<file path="src/dhtm_pkg.sv">
// Package of register offsets, field codes and timing constants for the timer.
package dhtm_pkg;
	// ----------------------------------------------------------------
	// Register offsets (byte addresses, one word each)
	// ----------------------------------------------------------------
	localparam logic [7:0] ADDR_CONFIG = 8'h00;
	localparam logic [7:0] ADDR_MODE_A = 8'h04;
	localparam logic [7:0] ADDR_MODE_B = 8'h08;
	localparam logic [7:0] ADDR_CTRL = 8'h0c;
	localparam logic [7:0] ADDR_LOAD_A = 8'h10;
	localparam logic [7:0] ADDR_LOAD_B = 8'h14;
	localparam logic [7:0] ADDR_MATCH_A = 8'h18;
	localparam logic [7:0] ADDR_MATCH_B = 8'h1c;
	localparam logic [7:0] ADDR_VALUE_A = 8'h20;
	localparam logic [7:0] ADDR_VALUE_B = 8'h24;
	localparam logic [7:0] ADDR_STATUS = 8'h28;
	// ----------------------------------------------------------------
	// Full-width configuration codes
	// ----------------------------------------------------------------
	localparam logic [2:0] CFG_OS_DOWN = 3'h0;
	localparam logic [2:0] CFG_OS_UP = 3'h1;
	localparam logic [2:0] CFG_PER_DOWN = 3'h2;
	localparam logic [2:0] CFG_PER_UP = 3'h3;
	localparam logic [2:0] CFG_RTC = 3'h4;
	localparam logic [2:0] CFG_SPLIT = 3'h5;
	// ----------------------------------------------------------------
	// Half-width mode codes: bit 0 selects counting up
	// ----------------------------------------------------------------
	localparam logic [3:0] HM_OS = 4'h0;
	localparam logic [3:0] HM_OS_UP = 4'h1;
	localparam logic [3:0] HM_PER = 4'h2;
	localparam logic [3:0] HM_PER_UP = 4'h3;
	localparam logic [3:0] HM_CNT = 4'h4;
	localparam logic [3:0] HM_CNT_UP = 4'h5;
	localparam logic [3:0] HM_TIME = 4'h6;
	localparam logic [3:0] HM_TIME_UP = 4'h7;
	localparam logic [3:0] HM_PWM = 4'h8;
	// ----------------------------------------------------------------
	// Capture edge selection codes
	// ----------------------------------------------------------------
	localparam logic [1:0] EDGE_RISE = 2'h0;
	localparam logic [1:0] EDGE_FALL = 2'h1;
	localparam logic [1:0] EDGE_BOTH = 2'h3;
	// ----------------------------------------------------------------
	// Control register bit positions, per half b adds CTRL_B_OFS
	// ----------------------------------------------------------------
	localparam int CTRL_EN = 0;
	localparam int CTRL_INV = 1;
	localparam int CTRL_STALL = 2;
	localparam int CTRL_TRIG = 3;
	localparam int CTRL_WAIT = 4;
	localparam int CTRL_EDGE = 5;
	localparam int CTRL_B_OFS = 8;
	// ----------------------------------------------------------------
	// Real-time clock prescale: 32768 Hz slow clock to one second
	// ----------------------------------------------------------------
	localparam logic [14:0] RTC_DIV_LAST = 15'h7fff;
	localparam logic [31:0] RESET_VALUE = 32'h0000_0000;
	localparam logic [15:0] LOAD_RESET = 16'hffff;
endpackage

</file>
<file path="src/dhtm_timer.sv">
// Dual half-width timer with mode configuration and run control.
`timescale 1ns/1ns
`default_nettype none
// Operation
// - A write of the configuration register stops both halves and leaves them stopped.
// - The full-width configuration picks one of six modes, down or up one-shot or periodic, clock or split.
// - In split mode the first half takes one-shot, periodic, edge count, edge time (each down or up) or pulse mode.
// - The second half offers the same modes, chosen independently.
// - Each half has an inversion bit that makes its pulse output active low.
// - Each half has a stall bit that halts counting while the processor is in debug.
// - Each half has a trigger-output enable that suppresses its trigger when clear.
// - Each half may wait for the previous timer in the chain to time out before counting.
// - Each half has its own run enable, settable separately or both together.
// - A one-shot timer stops at timeout and a periodic one reloads and goes on.
// - The clock mode counts one tick per second from the slow external clock.
// - Capture modes qualify on rising, falling or both edges.
// - In pulse mode the capture pin becomes an output with an edge-aligned pulse.
module dhtm_timer (
	input wire logic ref_clk,
	input wire logic rst,
	input wire logic [7:0] addr,
	input wire logic [31:0] wdata,
	input wire logic wr_stb,
	input wire logic rd_stb,
	output logic [31:0] rdata,
	input wire logic debug_halt,
	input wire logic slow_clk_tick,
	input wire logic chain_trig_in,
	input wire logic [1:0] ccp_in,
	output logic [1:0] ccp_out,
	output logic [1:0] ccp_oe_n,
	output logic [1:0] trig_out,
	output logic [1:0] timeout_pulse
);
	// ----------------------------------------------------------------
	// Registers and state
	// ----------------------------------------------------------------
	logic [2:0] config_reg;
	logic [3:0] mode_reg [2];
	logic [15:0] ctrl_reg;
	logic [15:0] load_reg [2];
	logic [15:0] match_reg [2];
	logic [15:0] count_reg [2];
	logic [15:0] cap_reg [2];
	logic [1:0] wait_done_reg;
	logic [1:0] ccp_prev_reg;
	logic [14:0] rtc_div_reg;
	logic cfg_wr;
	logic split;
	logic [31:0] full_count;
	logic [31:0] full_load;
	logic [1:0] run;
	logic [1:0] tick;
	logic [1:0] expire;
	logic [1:0] edge_hit;
	logic [1:0] prev_to;
	logic full_expire;

	// Tells whether a half-width mode counts up.
	function automatic logic mode_up(input logic [3:0] m);
		mode_up = m[0] && (m != dhtm_pkg::HM_PWM);
	endfunction

	// Tells whether the half mode is one-shot or periodic timing.
	function automatic logic mode_timed(input logic [3:0] m);
		mode_timed = (m == dhtm_pkg::HM_OS) || (m == dhtm_pkg::HM_OS_UP) ||
			(m == dhtm_pkg::HM_PER) || (m == dhtm_pkg::HM_PER_UP);
	endfunction

	// Picks one control bit of a given half.
	function automatic logic ctl(input logic [15:0] c, input int h,
		input int b);
		ctl = c[b + h * dhtm_pkg::CTRL_B_OFS];
	endfunction

	// Edge field of a half.
	function automatic logic [1:0] c_edge(input logic [15:0] c, input int h);
		c_edge = c[dhtm_pkg::CTRL_EDGE + h * dhtm_pkg::CTRL_B_OFS +: 2];
	endfunction

	assign cfg_wr = wr_stb && (addr == dhtm_pkg::ADDR_CONFIG);
	assign split = (config_reg == dhtm_pkg::CFG_SPLIT);
	assign full_count = {count_reg[1], count_reg[0]};
	assign full_load = {load_reg[1], load_reg[0]};
	// Half a hears the external chain; half b hears half a's timeout.
	assign prev_to = {expire[0], chain_trig_in};

	// ----------------------------------------------------------------
	// Per-half run, edge and expiry decode
	// ----------------------------------------------------------------
	genvar g;
	generate
		for (g = 0; g < 2; g++) begin : g_half
			logic [1:0] esel;
			logic rise;
			logic fall;
			assign esel = c_edge(ctrl_reg, g);
			assign rise = ccp_in[g] && !ccp_prev_reg[g];
			assign fall = !ccp_in[g] && ccp_prev_reg[g];
			// Qualifying capture edge.
			assign edge_hit[g] = (esel == dhtm_pkg::EDGE_RISE) ? rise :
				(esel == dhtm_pkg::EDGE_FALL) ? fall : (rise || fall);
			// Running: enabled, not stalled, chain released.
			assign run[g] = ctl(ctrl_reg, g, dhtm_pkg::CTRL_EN) &&
				!(ctl(ctrl_reg, g, dhtm_pkg::CTRL_STALL) && debug_halt) &&
				(!ctl(ctrl_reg, g, dhtm_pkg::CTRL_WAIT) || wait_done_reg[g]) &&
				(split || g == 0);
			// Counting event: clock cycle, or edge in edge-count mode.
			assign tick[g] = run[g] && ((mode_reg[g] == dhtm_pkg::HM_CNT ||
				mode_reg[g] == dhtm_pkg::HM_CNT_UP) ? edge_hit[g] : 1'b1);
			// Timeout at zero going down, at load going up.
			assign expire[g] = split ? (tick[g] && (mode_up(mode_reg[g]) ?
				count_reg[g] == load_reg[g] : count_reg[g] == 16'h0000)) :
				(g == 0 && full_expire);
		end
	endgenerate

	// Full-width timeout, including clock mode once per second.
	assign full_expire = run[0] && (
		(config_reg == dhtm_pkg::CFG_RTC) ? (slow_clk_tick &&
			rtc_div_reg == dhtm_pkg::RTC_DIV_LAST &&
			full_count == full_load) :
		config_reg[0] ? full_count == full_load : full_count == 32'h0);

	// ----------------------------------------------------------------
	// Configuration and control registers
	// ----------------------------------------------------------------
	// Configuration write stops both halves.
	always_ff @(posedge ref_clk or posedge rst) begin
		if (rst) begin
			config_reg <= dhtm_pkg::CFG_OS_DOWN;
			mode_reg[0] <= dhtm_pkg::HM_OS;
			mode_reg[1] <= dhtm_pkg::HM_OS;
			ctrl_reg <= 16'h0000;
		end else if (cfg_wr) begin
			config_reg <= (wdata[2:0] > dhtm_pkg::CFG_SPLIT) ?
				config_reg : wdata[2:0];
			mode_reg[0] <= (wdata[11:8] > dhtm_pkg::HM_PWM) ?
				mode_reg[0] : wdata[11:8];
			mode_reg[1] <= (wdata[15:12] > dhtm_pkg::HM_PWM) ?
				mode_reg[1] : wdata[15:12];
			ctrl_reg[dhtm_pkg::CTRL_EN] <= 1'b0;
			ctrl_reg[dhtm_pkg::CTRL_EN + dhtm_pkg::CTRL_B_OFS] <= 1'b0;
		end else begin
			if (wr_stb && addr == dhtm_pkg::ADDR_MODE_A &&
				wdata[3:0] <= dhtm_pkg::HM_PWM)
				mode_reg[0] <= wdata[3:0];
			if (wr_stb && addr == dhtm_pkg::ADDR_MODE_B &&
				wdata[3:0] <= dhtm_pkg::HM_PWM)
				mode_reg[1] <= wdata[3:0];
			if (wr_stb && addr == dhtm_pkg::ADDR_CTRL)
				ctrl_reg <= wdata[15:0];
			// One-shot timeout clears its own enable.
			for (int h = 0; h < 2; h++) begin
				if (expire[h] && (split ? (mode_reg[h] == dhtm_pkg::HM_OS ||
					mode_reg[h] == dhtm_pkg::HM_OS_UP) :
					(config_reg == dhtm_pkg::CFG_OS_DOWN ||
					config_reg == dhtm_pkg::CFG_OS_UP)))
					ctrl_reg[dhtm_pkg::CTRL_EN + h * dhtm_pkg::CTRL_B_OFS] <= 1'b0;
			end
		end
	end

	// Load and match values.
	always_ff @(posedge ref_clk or posedge rst) begin
		if (rst) begin
			for (int h = 0; h < 2; h++) begin
				load_reg[h] <= dhtm_pkg::LOAD_RESET;
				match_reg[h] <= 16'h0000;
			end
		end else if (wr_stb) begin
			if (addr == dhtm_pkg::ADDR_LOAD_A)
				load_reg[0] <= wdata[15:0];
			if (addr == dhtm_pkg::ADDR_LOAD_B)
				load_reg[1] <= wdata[15:0];
			if (addr == dhtm_pkg::ADDR_MATCH_A)
				match_reg[0] <= wdata[15:0];
			if (addr == dhtm_pkg::ADDR_MATCH_B)
				match_reg[1] <= wdata[15:0];
		end
	end

	// ----------------------------------------------------------------
	// Chain wait and edge history
	// ----------------------------------------------------------------
	// Latches the predecessor's timeout; cleared with the enable.
	always_ff @(posedge ref_clk or posedge rst) begin
		if (rst) begin
			wait_done_reg <= 2'b00;
			ccp_prev_reg <= 2'b00;
		end else begin
			ccp_prev_reg <= ccp_in;
			for (int h = 0; h < 2; h++) begin
				if (!ctl(ctrl_reg, h, dhtm_pkg::CTRL_EN) || cfg_wr)
					wait_done_reg[h] <= 1'b0;
				else if (prev_to[h])
					wait_done_reg[h] <= 1'b1;
			end
		end
	end

	// ----------------------------------------------------------------
	// Counters
	// ----------------------------------------------------------------
	// Clock-mode prescaler of the slow clock.
	always_ff @(posedge ref_clk or posedge rst) begin
		if (rst)
			rtc_div_reg <= 15'h0000;
		else if (!run[0] || config_reg != dhtm_pkg::CFG_RTC)
			rtc_div_reg <= 15'h0000;
		else if (slow_clk_tick)
			rtc_div_reg <= rtc_div_reg + 15'h0001;
	end

	// Count, reload and capture for both widths.
	always_ff @(posedge ref_clk or posedge rst) begin
		if (rst) begin
			for (int h = 0; h < 2; h++) begin
				count_reg[h] <= 16'h0000;
				cap_reg[h] <= 16'h0000;
			end
		end else if (cfg_wr) begin
			count_reg[0] <= 16'h0000;
			count_reg[1] <= 16'h0000;
		end else if (!split) begin
			if (config_reg == dhtm_pkg::CFG_RTC) begin
				if (slow_clk_tick && run[0] &&
					rtc_div_reg == dhtm_pkg::RTC_DIV_LAST)
					{count_reg[1], count_reg[0]} <= full_expire ? 32'h0 :
						full_count + 32'h1;
			end else if (run[0]) begin
				if (full_expire)
					{count_reg[1], count_reg[0]} <= config_reg[0] ? 32'h0 :
						full_load;
				else
					{count_reg[1], count_reg[0]} <= config_reg[0] ?
						full_count + 32'h1 : full_count - 32'h1;
			end else if (!ctl(ctrl_reg, 0, dhtm_pkg::CTRL_EN))
				// Stopped: down modes sit at the load value, up modes at zero.
				{count_reg[1], count_reg[0]} <= config_reg[0] ? 32'h0 :
					full_load;
		end else begin
			for (int h = 0; h < 2; h++) begin
				if (!ctl(ctrl_reg, h, dhtm_pkg::CTRL_EN))
					count_reg[h] <= mode_up(mode_reg[h]) ? 16'h0000 : load_reg[h];
				else if (expire[h])
					count_reg[h] <= mode_up(mode_reg[h]) ? 16'h0000 : load_reg[h];
				else if (tick[h])
					count_reg[h] <= mode_up(mode_reg[h]) ? count_reg[h] + 16'h1 :
						count_reg[h] - 16'h1;
				// Edge time capture holds the count at the edge.
				if (run[h] && edge_hit[h] && (mode_reg[h] == dhtm_pkg::HM_TIME ||
					mode_reg[h] == dhtm_pkg::HM_TIME_UP))
					cap_reg[h] <= count_reg[h];
			end
		end
	end

	// ----------------------------------------------------------------
	// Outputs
	// ----------------------------------------------------------------
	// Pulse pins, trigger and timeout outputs.
	always_ff @(posedge ref_clk or posedge rst) begin
		if (rst) begin
			ccp_out <= 2'b00;
			ccp_oe_n <= 2'b11;
			trig_out <= 2'b00;
			timeout_pulse <= 2'b00;
		end else begin
			for (int h = 0; h < 2; h++) begin
				ccp_oe_n[h] <= !(split && mode_reg[h] == dhtm_pkg::HM_PWM);
				ccp_out[h] <= ((split && mode_reg[h] == dhtm_pkg::HM_PWM &&
					ctl(ctrl_reg, h, dhtm_pkg::CTRL_EN)) ?
					(count_reg[h] > match_reg[h]) : 1'b0) ^
					ctl(ctrl_reg, h, dhtm_pkg::CTRL_INV);
				trig_out[h] <= expire[h] &&
					ctl(ctrl_reg, h, dhtm_pkg::CTRL_TRIG);
				timeout_pulse[h] <= expire[h] && (!split || mode_timed(mode_reg[h]));
			end
		end
	end

	// Register read port, data one cycle after the strobe.
	always_ff @(posedge ref_clk or posedge rst) begin
		if (rst)
			rdata <= dhtm_pkg::RESET_VALUE;
		else if (rd_stb) begin
			unique case (addr)
				dhtm_pkg::ADDR_CONFIG: rdata <= {16'h0, mode_reg[1], mode_reg[0],
					5'h0, config_reg};
				dhtm_pkg::ADDR_MODE_A: rdata <= {28'h0, mode_reg[0]};
				dhtm_pkg::ADDR_MODE_B: rdata <= {28'h0, mode_reg[1]};
				dhtm_pkg::ADDR_CTRL: rdata <= {16'h0, ctrl_reg};
				dhtm_pkg::ADDR_LOAD_A: rdata <= {16'h0, load_reg[0]};
				dhtm_pkg::ADDR_LOAD_B: rdata <= {16'h0, load_reg[1]};
				dhtm_pkg::ADDR_MATCH_A: rdata <= {16'h0, match_reg[0]};
				dhtm_pkg::ADDR_MATCH_B: rdata <= {16'h0, match_reg[1]};
				dhtm_pkg::ADDR_VALUE_A: rdata <= {16'h0, count_reg[0]};
				dhtm_pkg::ADDR_VALUE_B: rdata <= {16'h0, count_reg[1]};
				dhtm_pkg::ADDR_STATUS: rdata <= {cap_reg[1], cap_reg[0]};
				default: rdata <= 32'h0000_0000;
			endcase
		end else
			rdata <= 32'h0000_0000;
	end
endmodule
`default_nettype wire

</file>
<file path="config.mk">
export PLATFORM = sky130hd
export DESIGN_NAME = dhtm_timer
export DESIGN_NICKNAME = d
export VERILOG_FILES = /design/src/dhtm_pkg.sv /design/src/dhtm_timer.sv
export SDC_FILE = /design/constraint.sdc
export NUM_CORES = 1
export LEC_CHECK = 0
export BUFFER_PORTS_ARGS = -buffer_cell sky130_fd_sc_hd__clkbuf_2
export CELL_PAD_IN_SITES_DETAIL_PLACEMENT = 1
export CELL_PAD_IN_SITES_GLOBAL_PLACEMENT = 2
export CORE_ASPECT_RATIO = 1.5
export CORE_MARGIN = 5
export CORE_UTILIZATION = 32
export CTS_BUF_LIST = sky130_fd_sc_hd__clkbuf_4 sky130_fd_sc_hd__clkbuf_8 sky130_fd_sc_hd__clkbuf_16
export DETAILED_ROUTE_END_ITERATION = 6
export PLACE_DENSITY = 0.68
export SYNTH_ARGS = -nofsm -noshare
export SYNTH_HDL_FRONTEND = slang
export SYNTH_SLANG_ARGS = --single-unit
export TNS_END_PERCENT = 5
</file>
<file path="constraint.sdc">
create_clock -name ref_clk -period 8 [get_ports ref_clk]
set_clock_uncertainty 0.1 [all_clocks]
set_input_delay 0.4 -clock ref_clk [delete_from_list [all_inputs] [get_ports ref_clk]]
set_output_delay 0.4 -clock ref_clk [all_outputs]
set_load 0.02 [all_outputs]
</file>
# After elaboration in Yosys (flattened, before gate mapping)
# Index checks and enable logic that the tools add are counted.
[word_totals] wordCells=242 inputBits=49 regBits=214
[classes] mux=54 bitwise_logic=4 n_lt_le_gt_ge=6 n_reduce_logical=104 n_eq_ne=44 n_addsub=7
[op_table] cell="32-bit 2-to-1 mux" count=11
[op_table] cell="32-bit one-hot mux with 11 select lines" count=1
[op_table] cell="16-bit 2-to-1 mux" count=10
[op_table] cell="1-bit logical AND" count=42
[op_table] cell="16-bit by 1-bit adder with 16-bit output, second input constant" count=2
[op_table] cell="32-bit by 1-bit adder with 32-bit output, second input constant" count=1
[op_table] cell="16-bit == test" count=2
[op_table] cell="32-bit == test" count=1
[op_table] cell="4-bit by 3-bit == test with 1-bit output, second input constant" count=8
[op_table] cell="8-bit by 5-bit == test with 1-bit output, second input constant" count=4
[op_table] cell="16-bit greater-than comparator" count=2
[op_table] cell="16-bit logical NOT" count=2
[op_table] cell="32-bit logical NOT" count=1
[op_table] cell="16-bit by 1-bit subtractor with 16-bit output, second input constant" count=2
[op_table] cell="32-bit by 1-bit subtractor with 32-bit output, second input constant" count=1
[op_table] cell="15-bit 2-to-1 mux" count=2
[op_table] cell="8-bit by 6-bit == test with 1-bit output, second input constant" count=3
[op_table] cell="1-bit 2-to-1 mux" count=24
[op_table] cell="1-bit logical OR" count=20
[op_table] cell="4-bit by 2-bit == test with 1-bit output, second input constant" count=4
[op_table] cell="8-bit by 4-bit == test with 1-bit output, second input constant" count=2
[op_table] cell="4-bit 2-to-1 mux" count=4
[op_table] cell="2-bit AND reduction" count=8
[op_table] cell="15-bit by 1-bit adder with 15-bit output, second input constant" count=1
[op_table] cell="other kinds (28)" count=61

# Logic depth before layout (Yosys ltp)
# Gate-level depths: netlist of run 1.
[logic_depth] word_depth=13 depth_mapped=14

# Worst setup path before layout of run 1
# OpenSTA, ideal clock, no wires.
[synth_path] path_type="register -> register" startpoint="register mode_reg[0] (netlist name)" endpoint="register count_reg[14] (netlist name)" synth_period_minus_slack_ps=3919 setup_time_ps=137 stages_incl_launch_ff=14 path_buffers=2 arrival_ps=3682 setup_slack_ps=4081 path_cell_list="dfrtp_1 clkbuf_1 inv_1 clkbuf_1 ha_1 a21o_1 a21o_1 a2111oi_0 nor3_1 a2111o_1 a41oi_1 xor2_1 nor3_1 a2bb2oi_1"
[synth_via] elab_chain_cells=10 elab_cells_between_ends=19 classes_between="eq/ne (4); mux (10); reduce/logical (5)"
[synth_rtl] item="start, declared" line="dhtm_timer.sv:39" text="logic [3:0] mode_reg [2];"
[synth_rtl] item="4-bit by 3-bit == test with 1-bit output (on tied branches)" line="dhtm_timer.sv:109, dhtm_timer.sv:110"
[synth_rtl] item="1-bit logical OR" line="dhtm_timer.sv:109" text="assign tick[g] = run[g] && ((mode_reg[g] == dhtm_pkg::HM_CNT ||"
[synth_rtl] item="1-bit 2-to-1 mux" line="dhtm_timer.sv:110" text="mode_reg[g] == dhtm_pkg::HM_CNT_UP) ? edge_hit[g] : 1'b1);"
[synth_rtl] item="1-bit logical AND" line="dhtm_timer.sv:109"
[synth_rtl] item="1-bit logical AND" line="dhtm_timer.sv:112" text="assign expire[g] = split ? (tick[g] && (mode_up(mode_reg[g]) ?"
[synth_rtl] item="1-bit 2-to-1 mux" line="dhtm_timer.sv:112"
[synth_rtl] item="16-bit 2-to-1 mux" line="dhtm_timer.sv:246" text="else if (expire[h])"
[synth_rtl] item="16-bit 2-to-1 mux" line="dhtm_timer.sv:244" text="if (!ctl(ctrl_reg, h, dhtm_pkg::CTRL_EN))"
[synth_rtl] item="32-bit 2-to-1 mux" line="dhtm_timer.sv:225" text="end else if (!split) begin"
[synth_rtl] item="32-bit 2-to-1 mux" line="dhtm_timer.sv:222" text="end else if (cfg_wr) begin"
[synth_rtl] item="end signal, assigned by index" line="dhtm_timer.sv:245" text="count_reg[h] <= mode_up(mode_reg[h]) ? 16'h0000 : load_reg[h];"
[synth_rtl] item="end signal, assigned by index" line="dhtm_timer.sv:247" text="count_reg[h] <= mode_up(mode_reg[h]) ? 16'h0000 : load_reg[h];"
[synth_rtl] item="end signal, assigned by index" line="dhtm_timer.sv:249" text="count_reg[h] <= mode_up(mode_reg[h]) ? count_reg[h] + 16'h1 :"
[synth_rtl] item="end, declared" line="dhtm_timer.sv:43" text="logic [15:0] count_reg [2];"
# Parallel ways exist; a longest one is shown, timed or not. The select of a mux whose other input is x is not followed.
# A chain may end at the register's enable or synchronous reset.

# Worst setup path after layout of run 1
[layout_path] startpoint="register count_reg[16] (netlist name)" endpoint="register count_reg[15] (netlist name)"
[layout_via] elab_chain_cells=9 elab_cells_between_ends=16 classes_between="add/sub (2); eq/ne (1); mux (10); reduce/logical (3)"
[layout_rtl] item="branches (longest 6 deep; another with 32-bit by 1-bit subtractor with 32-bit output)"
[layout_rtl] item="32-bit 2-to-1 mux *" line="dhtm_timer.sv:226" text="if (config_reg == dhtm_pkg::CFG_RTC) begin"
[layout_rtl] item="32-bit 2-to-1 mux *" line="dhtm_timer.sv:225"
[layout_rtl] item="32-bit 2-to-1 mux *" line="dhtm_timer.sv:222"
# Every way passes the cells marked *. The select of a mux whose other input is x is not followed.

==> metrics, run 1 <==
Avg Vias per Cell=5.87; TritonCTS clock tree=done; Slew @ Worst Pin=approximately 1.3 ns; EDFF count, synth=0; post-synth top area share=30.9%; Buffers on Ports=72; Crit path max-delay family=simple AND/OR/NAND/NOR gates; Critical Path Stages=11; CTS Buf Count=25; FFs w/ async S/R, synth=100%; worst vdd ir=0.000125 V; RSZ-0062 raised after global routing=false; Hold Crit Class=in -> reg; Initial DRC Count=1,053; HPWL Detailed=44.5 mm; fin nets=1,727; Tot Pwr=3260 uW; Num Clock Sinks=214; XOR/XNOR Fraction of Synth Area=7.52%; post-synthesis cell type count=87; Commonest cells post-synth=dfrtp_1, nor2_1, nand2_1; post-layout util=36.8%; Hold Violations, Final=0; Rows=95; number of synthesized register bits=214; clock transition at the registers of the reported paths=0.07 ns; Final Routed Wirelength=about 61 mm; initial core utilization=32.4%; vias=13,000; DRC Markers=0; clk_lat worst skew=0.57 ns; largest family of logic cells by synthesized area=compound AO/OA/AOI/OAI gates; global route total overflow=0; htree depth=1; Int Pwr=2160 uW; Setup crit start kind=register; RR Startpoint=count_reg[16]$_DFFE_PP0P_; Post-Syn Instances=about 1,500; Switching Share=33.5%; Crit Path Class=reg -> reg; Slew Limit Fails=0; Max-Cap Viols=0; power share of the clock group=38.4%; Warnings, synthesis=0; Max Clock Freq=222 MHz; CP Data Required Time=around 8.3 ns; Gate power share=24.6%; arrival time at the worst endpoint=4.84 ns; sw power=1090 uW; Cell Area, Synth=14,600 um^2; crit-path max FO=22; r2r worst-path depth=11; synthesis-to-layout area growth=13.6%; DRT antenna net count=0; wire length of the first global-routing pass=about 91 mm; fraction of layout instances using a drive strength above 1=21.5%; top_reg_cell synth=dfrtp_1; part of the power in registers=37.0%; Hold Startpoint=chain_trig_in; initial antenna violation count=0; Worst slew margin=roughly an eighth; Post-Synth Adder-Cell Area=roughly 6.3%; Tmin final=around 4.5 ns; Root Buffer=clkbuf_16; post-detailed-route wirelength per cell=approximately 28 um; leak pwr=~0.0074 uW; status=complete, no violations; CP peak stage delay=approximately 0.74 ns; worst setup path startpoint=count_reg[16]$_DFFE_PP0P_; Clock Tree Buf Depth=3; Core ar.=roughly 45,000 um^2; Worst Setup EP=count_reg[15]$_DFFE_PP0P_; worst path cell trace=inv_1 -> ha_1 -> nor3b_1 -> and3_1 -> nand2_1 -> o31ai_4 -> or2_1 -> o21ai_0 -> a22oi_1 -> a2bb2oi_1 -> o31ai_1; Placer Congestion=0.888; largest area contributor in the netlist=dfrtp_1; mux cell area share after synthesis=roughly 9.3%; Final Setup Violations=0; Worst R2R Setup Slack=3.49 ns; Setup Fix Bufs, Post-CTS=0; Area contributors post-synth=dfrtp_1, mux2_2, dfstp_2, ha_1, xor2_1; post-synthesis compound-gate area fraction=18.9%; Pre-Repair DR Iteration Count=5; Pwr Density=197 nW/um^2; reg-to-reg endpoint=count_reg[15]$_DFFE_PP0P_; Post-Synth Simple-Gate Area=16.3%; CP endpoint kind=register; antenna diode count=0; fin crit share=56.4%; Die Span X=184 um; synthesized area per cell=roughly 9.4 um^2; sequential share of the synthesized area=around 37%; largest net degree at the start of global routing=78; number of global-route vias before repair=13,700; CP bufs+invs=1; die area=50,000 um^2; Die H=271 um; final setup TNS=0 ns; most common cell in the synthesized netlist=dfrtp_1; slowest CP cell=or2_1; Syn Nets=approximately 1,700; aggregate global-route resource usage=24.1%; IO Pins=89
worst min path at each step:
stage	slack [ns]	cells past startpoint	to
2_1_floorplan	0.33	0	ccp_prev_reg[0]$_DFF_PP0_
3_3_place_gp	0.36	1	rdata[29]$_DFF_PP0_
3_5_place_dp	0.37	1	rdata[29]$_DFF_PP0_
4_1_cts	0.02	3	wait_done_reg[0]$_DFFE_PP0P_
5_1_grt	0.09	3	rtc_div_reg[1]$_DFFE_PP0P_
6_report	0.06	3	wait_done_reg[0]$_DFFE_PP0P_
final cells by class:
| cell class | instances | area, um^2 |
|---|---|---|
| sequential | 214 | 5400 |
| clock buffer | 35 | 757 |
| clock inverter | 11 | 134 |
| tap | 582 | 728 |
| fill | 5135 | 28400 |
| inverter | 55 | 214 |
| timing repair buffer | 130 | 803 |
| multi-input combinational | 1180 | 8500 |
worst min-delay path: stages:
cell and delay [ns]:
clkbuf_2 0.12, o21ai_0 0.08, nor2_1 0.08
routing by layer:
metal / global-route usage (%) / vias up / part of all wire [%]
li1: - / 5810 / -
met1: 29.8 / 6616 / 40
met2: 41.1 / 403 / 49
met3: 2.53 / 136 / 4.6
met4: 12.2 / 0 / 6.0
met5: 0 / - / 0
metrics by stage:
step	std cells	setup slack [ns]	hold slack, ns	cell area (um^2)
after floorplan	1542	1.71	0.331	14600
after global placement	2158	3.67	0.358	15600
after detailed placement	2158	3.60	0.368	15600
after CTS	2207	3.59	0.0228	16500
after global routing	2207	3.36	0.0888	16500
final	2207	3.49	0.0590	16500
repair_timing:
item / 4_1_cts / 5_1_grt
hold endpoints to repair: 57 / 0
gates resized for setup: 0 / 0
hold buffers: 3 / 0
kinds of logic after synthesis:
| kind of cell | Yosys count |
|---|---|
| AND/OR/NAND/NOR | 477 |
| buffers and inverters | 148 |
| XOR/XNOR | 125 |
| AO/OA/AOI/OAI | 385 |
| multiplexers | 121 |
| flip-flops | 214 |
| adder cells (fa/ha/maj) | 72 |
power by group through the flow:
stage                     sequential, uW  clock (uW)  combinational (uW)
after floorplan                     1170           0                 582
after global placement              1220           0                 782
after detailed placement            1220           0                 797
after CTS                           1200        1280                 805
after global routing                1210        1320                 877
final                               1200        1250                 801
layout by cell type (no fill, tap or decap), types with 16 or more instances in the layout:
master	Yosys	final
inv_1	55	54
a21oi_1	57	57
clkbuf_2	0	72
nor2_1	128	126
dfstp_2	34	34
and3_1	16	16
a22oi_1	26	26
ha_1	70	70
a221oi_1	19	19
nand3_1	46	46
nor3_1	36	35
nand2_1	115	115
mux2_2	111	111
buf_4	4	55
a31oi_1	43	43
o21ai_0	61	61
xnor2_1	45	45
and2_1	23	23
a21o_1	20	20
xor2_1	80	80
o21a_1	16	16
dfrtp_1	180	180
clkbuf_16	0	25
nand4_1	24	24
a222oi_1	21	21
Power figures use the tool's default switching activity.
==> inputs of run 2 (changes only) <==
Settings changed: PLACE_DENSITY 0.68 to 0.7.
Clock period 8 ns to 4 ns, I/O delays scaled along.
==> run 2 against run 1 <==
Compared with the run above:
- sequential power up 98%
- fmax up 25%
- core utilization up 1.4 points
- critical path type unchanged
==> metrics, run 2 (synthesis gave the netlist of run 1 again) <==
status=complete, no violations; worst vdd ir=0.000316 V (+150%); Setup Fix Bufs, Post-CTS=0 (unchanged); CTS Buf Count=25 (unchanged); RR Startpoint=ccp_prev_reg[0]$_DFF_PP0_; Tot Pwr=6780 uW (+110%); initial core utilization=32.4% (unchanged); Hold Violations, Final=0 (unchanged); htree depth=1 (unchanged); clock transition at the registers of the reported paths=0.07 ns (about the same); leak pwr=0.00774 uW (+5.1%); Setup crit start kind=register; Max-Cap Viols=0 (unchanged); largest net degree at the start of global routing=102 (+31%); final setup TNS=0 ns (unchanged); Core ar.=44,900 um^2 (unchanged); DRT antenna net count=0 (unchanged); Slew Limit Fails=0 (unchanged); Rows=95 (unchanged); DRC Markers=0 (unchanged); die area=50,000 um^2 (unchanged); Pre-Repair DR Iteration Count=7 (+2); Buffers on Ports=72 (unchanged); Slew @ Worst Pin=1.21 ns (-0.0977 ns); hold path cells=2 (-1); Max Clock Freq=277 MHz (+25%); WHS Endpoint=match_reg[7]$_DFFE_PP0P_; Hold Crit Class=in -> reg; fin crit share=90.3% (+34 points); Initial DRC Count=1,106 (+5.0%); placed cells=2,215 (+2.6%); synthesis-to-layout area growth=17.9%; HPWL Detailed=47.8 mm (+7.5%); CP Data Required Time=4.36 ns (-3.97 ns); Placer Congestion=0.916 (+3.1%); Final Setup Violations=0 (unchanged); fin nets=1,797 (+4.1%); crit-path max FO=5 (-77%); Hold Startpoint=wdata[7]; most frequent cells in the layout=dfrtp_1, nor2_1, nand2_1; TritonCTS clock tree=done; final cell count without fillers=2,277 (+3.2%); initial antenna violation count=1 (+1); Worst slew margin=18.5% (+6.4 points); CP endpoint kind=register; fraction of layout instances using a drive strength above 1=23.8% (+2.4 points); Die Span X=184 um (unchanged); post-layout util=38.2% (+1.4 points); Clock Tree Buf Depth=3 (unchanged); Crit Path Class=reg -> reg; global route total overflow=0 (unchanged); number of global-route vias before repair=14,100 (+3.0%); worst setup path startpoint=ccp_prev_reg[0]$_DFF_PP0_; reg-to-reg endpoint=count_reg[27]$_DFFE_PP0P_; arrival time at the worst endpoint=3.97 ns (-0.87 ns); Avg Vias per Cell=5.89 (+0.28%); Die H=271 um (unchanged); IO Pins=89 (unchanged); r2r worst-path depth=12 (+1); aggregate global-route resource usage=25.0% (+0.93 points); RSZ-0062 raised after global routing=false; Final Routed Wirelength=63.7 mm (+4.7%); wire length of the first global-routing pass=94.3 mm (+3.7%); clk_lat worst skew=0.57 ns (about the same); Pwr Density=395 nW/um^2 (+100%); Tmin final=3.61 ns (-0.897 ns); fill count=5,157 (+0.43%); post-detailed-route wirelength per cell=28.0 um (+1.5%); Num Clock Sinks=214 (unchanged); vias=13,400 (+3.5%); commonest non-fill, non-tap cell in the layout=dfrtp_1; Worst R2R Setup Slack=0.39 ns (-3.10 ns); Root Buffer=clkbuf_16
run 2: through the flow:
step	hold slack, ns	setup slack, ns	instance area, um^2
after detailed placement	0.194	0.0977	16100
after CTS	0.00152	0.0597	17200
final	0.0179	0.387	17200
after floorplan	0.131	0.0811	14600
after global routing	0.0223	0.146	17200
after global placement	0.198	0.154	16100
run 2: cell type report:
type / count / area [um^2] / area share [%]
Multi-Input combinational cell: 1180 / 8510 / 49.5
Sequential cell: 214 / 5400 / 31.4
Timing Repair Buffer: 200 / 1400 / 8.15
Tap cell: 582 / 728 / 4.24
Clock buffer: 30 / 676 / 3.93
Clock inverter: 15 / 255 / 1.49
Inverter: 55 / 210 / 1.22
Antenna cell: 1 / 2.50 / 0.0146
run 2: worst max-delay path: stages, from the launching register on:
cell and delay, ns:
dfrtp_1 0.35, inv_1 0.05, ha_1 0.16, nor2b_1 0.12, a211oi_1 0.21, a21oi_1 0.12, o41ai_1 0.99, buf_4 0.30
nor2_1 0.05, nand2_1 0.15, nand2_1 0.24, o311a_1 0.39, o32a_1 0.29
run 2: layer usage:
metal,vias up,global-route usage (%),wire length (um)
li1,5957,-,-
met1,6853,29.4,24200
met2,433,44.3,32300
met3,171,2.60,3070
met4,0,13.2,4090
met5,-,0,0
run 2: worst max path at each step:
stage	endpoint	slack (ns)	cells after the start
floorplan	count_reg[14]$_DFFE_PP0P_	0.08	13
global placement	count_reg[30]$_DFFE_PP0P_	0.15	11
detailed placement	count_reg[26]$_DFFE_PP0P_	0.1	11
CTS	count_reg[26]$_DFFE_PP0P_	0.06	11
global route	count_reg[15]$_DFFE_PP0P_	0.15	11
finish	count_reg[27]$_DFFE_PP0P_	0.39	12
run 2: power by group:
part | internal [uW] | leakage, uW | switching, uW | total (uW)
Sequential | 2250 | 0.00284 | 120 | 2370
Combinational | 682 | 0.00445 | 1070 | 1750
Clock | 1610 | 0.000457 | 1050 | 2660
Total | 4530 | 0.00775 | 2240 | 6780
run 2: what timing repair did:
action	CTS	global route
hold buffers	16	0
endpoints found under the hold margin	66	0
gates resized for setup	0	1
setup endpoints to repair	0	5
==> inputs of run 3 (changes only) <==
Settings changed: MAX_ROUTING_LAYER set to met4.
==> run 3 against run 2 <==
Compared with the run above:
- worst hold slack better by 0.033 ns
- fmax is 3.9% lower
- clock power fell by 7%
- global-route usage rose by 0.70 points
- critical path depth decreased by 3
- critical path type unchanged
- largest power group unchanged
==> metrics, run 3 (synthesis gave the netlist of run 1 again) <==
global route total overflow=0 (unchanged); Buffers on Ports=72 (unchanged); worst path cell trace=xor2_1 -> nor4_1 -> and4_1 -> nand3_1 -> a221oi_4 -> nor2_2 -> mux2i_1 -> a221oi_1 -> a21oi_1; Worst R2R Setup Slack=0.24 ns (-0.15 ns); number of global-route vias before repair=14,000 (-0.30%); power share of the clock group=37.4% (-1.8 points); htree depth=1 (unchanged); post-detailed-route wirelength per cell=27.9 um (-0.24%); RSZ-0062 raised after global routing=false; r2r worst-path depth=9 (-3); Root Buffer=clkbuf_16; largest net degree at the start of global routing=116 (+14%); CP endpoint kind=register; Gate power share=26.6% (+0.8 points); M1 GR Usage=30.0% (+0.62 points); Die H=271 um (unchanged); initial antenna violation count=0 (-1); Tmin final=3.76 ns (+0.148 ns); Fin Hold WS=0.0510 ns (+0.0331 ns); worst vdd ir=0.000263 V (-17%); Setup crit start kind=register; Avg Vias per Cell=5.87 (-0.34%); fin nets=1,805 (+0.45%); Top Usage Layer GRT=met2; hold path cells=3 (+1); Core ar.=44,900 um^2 (unchanged); status=complete, no violations; final setup TNS=0 ns (unchanged); Setup Fix Bufs, Post-CTS=0 (unchanged); wire length of the first global-routing pass=94.0 mm (-0.27%); DRT antenna net count=0 (unchanged); Crit Path Class=reg -> reg; commonest non-fill, non-tap cell in the layout=dfrtp_1; CP Data Required Time=4.32 ns (-0.04 ns); arrival time at the worst endpoint=4.08 ns (+0.11 ns); Final Setup Violations=0 (unchanged); Clock Tree Buf Depth=3 (unchanged); HPWL Detailed=47.9 mm (+0.20%); Rows=95 (unchanged); initial core utilization=32.4% (unchanged); crit-path max FO=17 (+12); most frequent cells in the layout=dfrtp_1, nor2_1, nand2_1; part of the power in registers=35.9% (+1.0 points); Slew Limit Fails=0 (unchanged); sw power=2240 uW (-0.31%); TritonCTS clock tree=done; GRT met3 Usage=2.17% (-0.43 points); Placer Congestion=0.940 (+2.7%); CTS Buf Count=25 (unchanged); Switching Share=33.9% (+0.79 points); Hold Startpoint=wdata[1]; Hold Crit Class=in -> reg; IO Pins=89 (unchanged); Initial DRC Count=1,062 (-4.0%); multi-input logic area=8510 um^2 (about the same); met2 Use GR=42.7% (-1.6 points); WHS Endpoint=mode_reg[5]$_DFFE_PP0P_; DP Area=16,100 um^2 (about the same); Final Routed Wirelength=63.8 mm (+0.11%); Die Span X=184 um (unchanged); leak pwr=0.00775 uW (about the same); Num Clock Sinks=214 (unchanged); reg-to-reg endpoint=count_reg[16]$_DFFE_PP0P_; Reg area=5400 um^2 (about the same); Slew @ Worst Pin=1.32 ns (+0.111 ns); Worst slew margin=11.0% (-7.5 points); DRC Markers=0 (unchanged); Max Clock Freq=266 MHz (-3.9%); fin area=17,200 um^2 (about the same); vias=13,400 (+0.0075%); Max-Cap Viols=0 (unchanged); clock transition at the registers of the reported paths=0.07 ns (about the same); Pre-Repair DR Iteration Count=6 (-1); fill count=5,149 (-0.16%); clk_lat worst skew=0.58 ns (about the same); aggregate global-route resource usage=25.7% (+0.70 points); fraction of layout instances using a drive strength above 1=24.1% (+0.23 points); antenna diode count=0 (-1); slowest CP cell=dfrtp_1; die area=50,000 um^2 (unchanged); synthesis-to-layout area growth=17.9% (about the same); Hold Violations, Final=0 (unchanged); Pwr Density=384 nW/um^2 (-2.6%); Int Pwr=4360 uW (-3.8%); CP peak stage delay=0.65 ns (-0.34 ns); fin crit share=94.0% (+3.7 points); RR Startpoint=count_reg[25]$_DFFE_PP0P_
run 3: cell count changes in the layout (fill, tap and decap cells not counted), moves of 3 or more:
cell,change
buf_4,+4
bufinv_16,-3
clkinv_2,+3
dlygate4sd3_1,+5
run 3: layer usage:
| layer | share of wire (%) | wire length (um) |
|---|---|---|
| met1 | 38 | 24400 |
| met4 | 7.9 | 5020 |
| met3 | 4.6 | 2950 |
| met5 | 0 | 0 |
| met2 | 49 | 31400 |
run 3: worst max path at each step:
| stage | from | endpoint | cells after the start |
|---|---|---|---|
| after global routing | count_reg[25]$_DFFE_PP0P_ | count_reg[16]$_DFFE_PP0P_ | 9 |
| after CTS | ccp_prev_reg[0]$_DFF_PP0_ | count_reg[16]$_DFFE_PP0P_ | 11 |
| after global placement | ccp_prev_reg[0]$_DFF_PP0_ | count_reg[29]$_DFFE_PP0P_ | 12 |
| final | count_reg[25]$_DFFE_PP0P_ | count_reg[16]$_DFFE_PP0P_ | 9 |
| after floorplan | mode_reg[0]$_DFFE_PP0P_ | count_reg[14]$_DFFE_PP0P_ | 13 |
| after detailed placement | ccp_prev_reg[0]$_DFF_PP0_ | count_reg[16]$_DFFE_PP0P_ | 11 |
run 3: power by group through the flow:
stage / logic, uW / clock network [uW] / registers (uW)
floorplan: 1160 / 0 / 2350
global placement: 1690 / 0 / 2410
detailed placement: 1720 / 0 / 2410
CTS: 1750 / 2520 / 2370
global route: 1910 / 2610 / 2370
finish: 1760 / 2470 / 2370
run 3: final cells by class:
cell class | instances | share of cell area [%]
clock buffer | 31 | 3.98
clock inverter | 15 | 1.07
inverter | 55 | 1.22
multi-input combinational | 1180 | 49.5
sequential | 214 | 31.4
tap | 582 | 4.24
timing repair buffer | 208 | 8.50
run 3: worst max-delay path: cells and delay by family (launching register included):
family / cells / cell delay, ns
simple gates: 4 / 1.49
mux: 1 / 0.19
flops: 1 / 0.65
xor+xnor: 1 / 0.15
compound gates: 3 / 1.02
run 3: per-stage QoR:
stage | total power (uW) | utilization (%) | cells | worst slack (ns)
floorplan | 3510 | - | 1542 | 0.0811
global placement | 4100 | 35.8 | 2218 | 0.0864
detailed placement | 4130 | 35.8 | 2218 | 0.0528
CTS | 6640 | 38.2 | 2285 | 0.00178
global route | 6890 | 38.2 | 2285 | 0.0509
finish | 6600 | 38.2 | 2285 | 0.239
run 3: repair_timing:
action | in CTS | in global routing
hold buffers | 21 | 0
endpoints found under the hold margin | 89 | 0
resized for setup | 0 | 2
endpoints found under the setup margin | 0 | 8
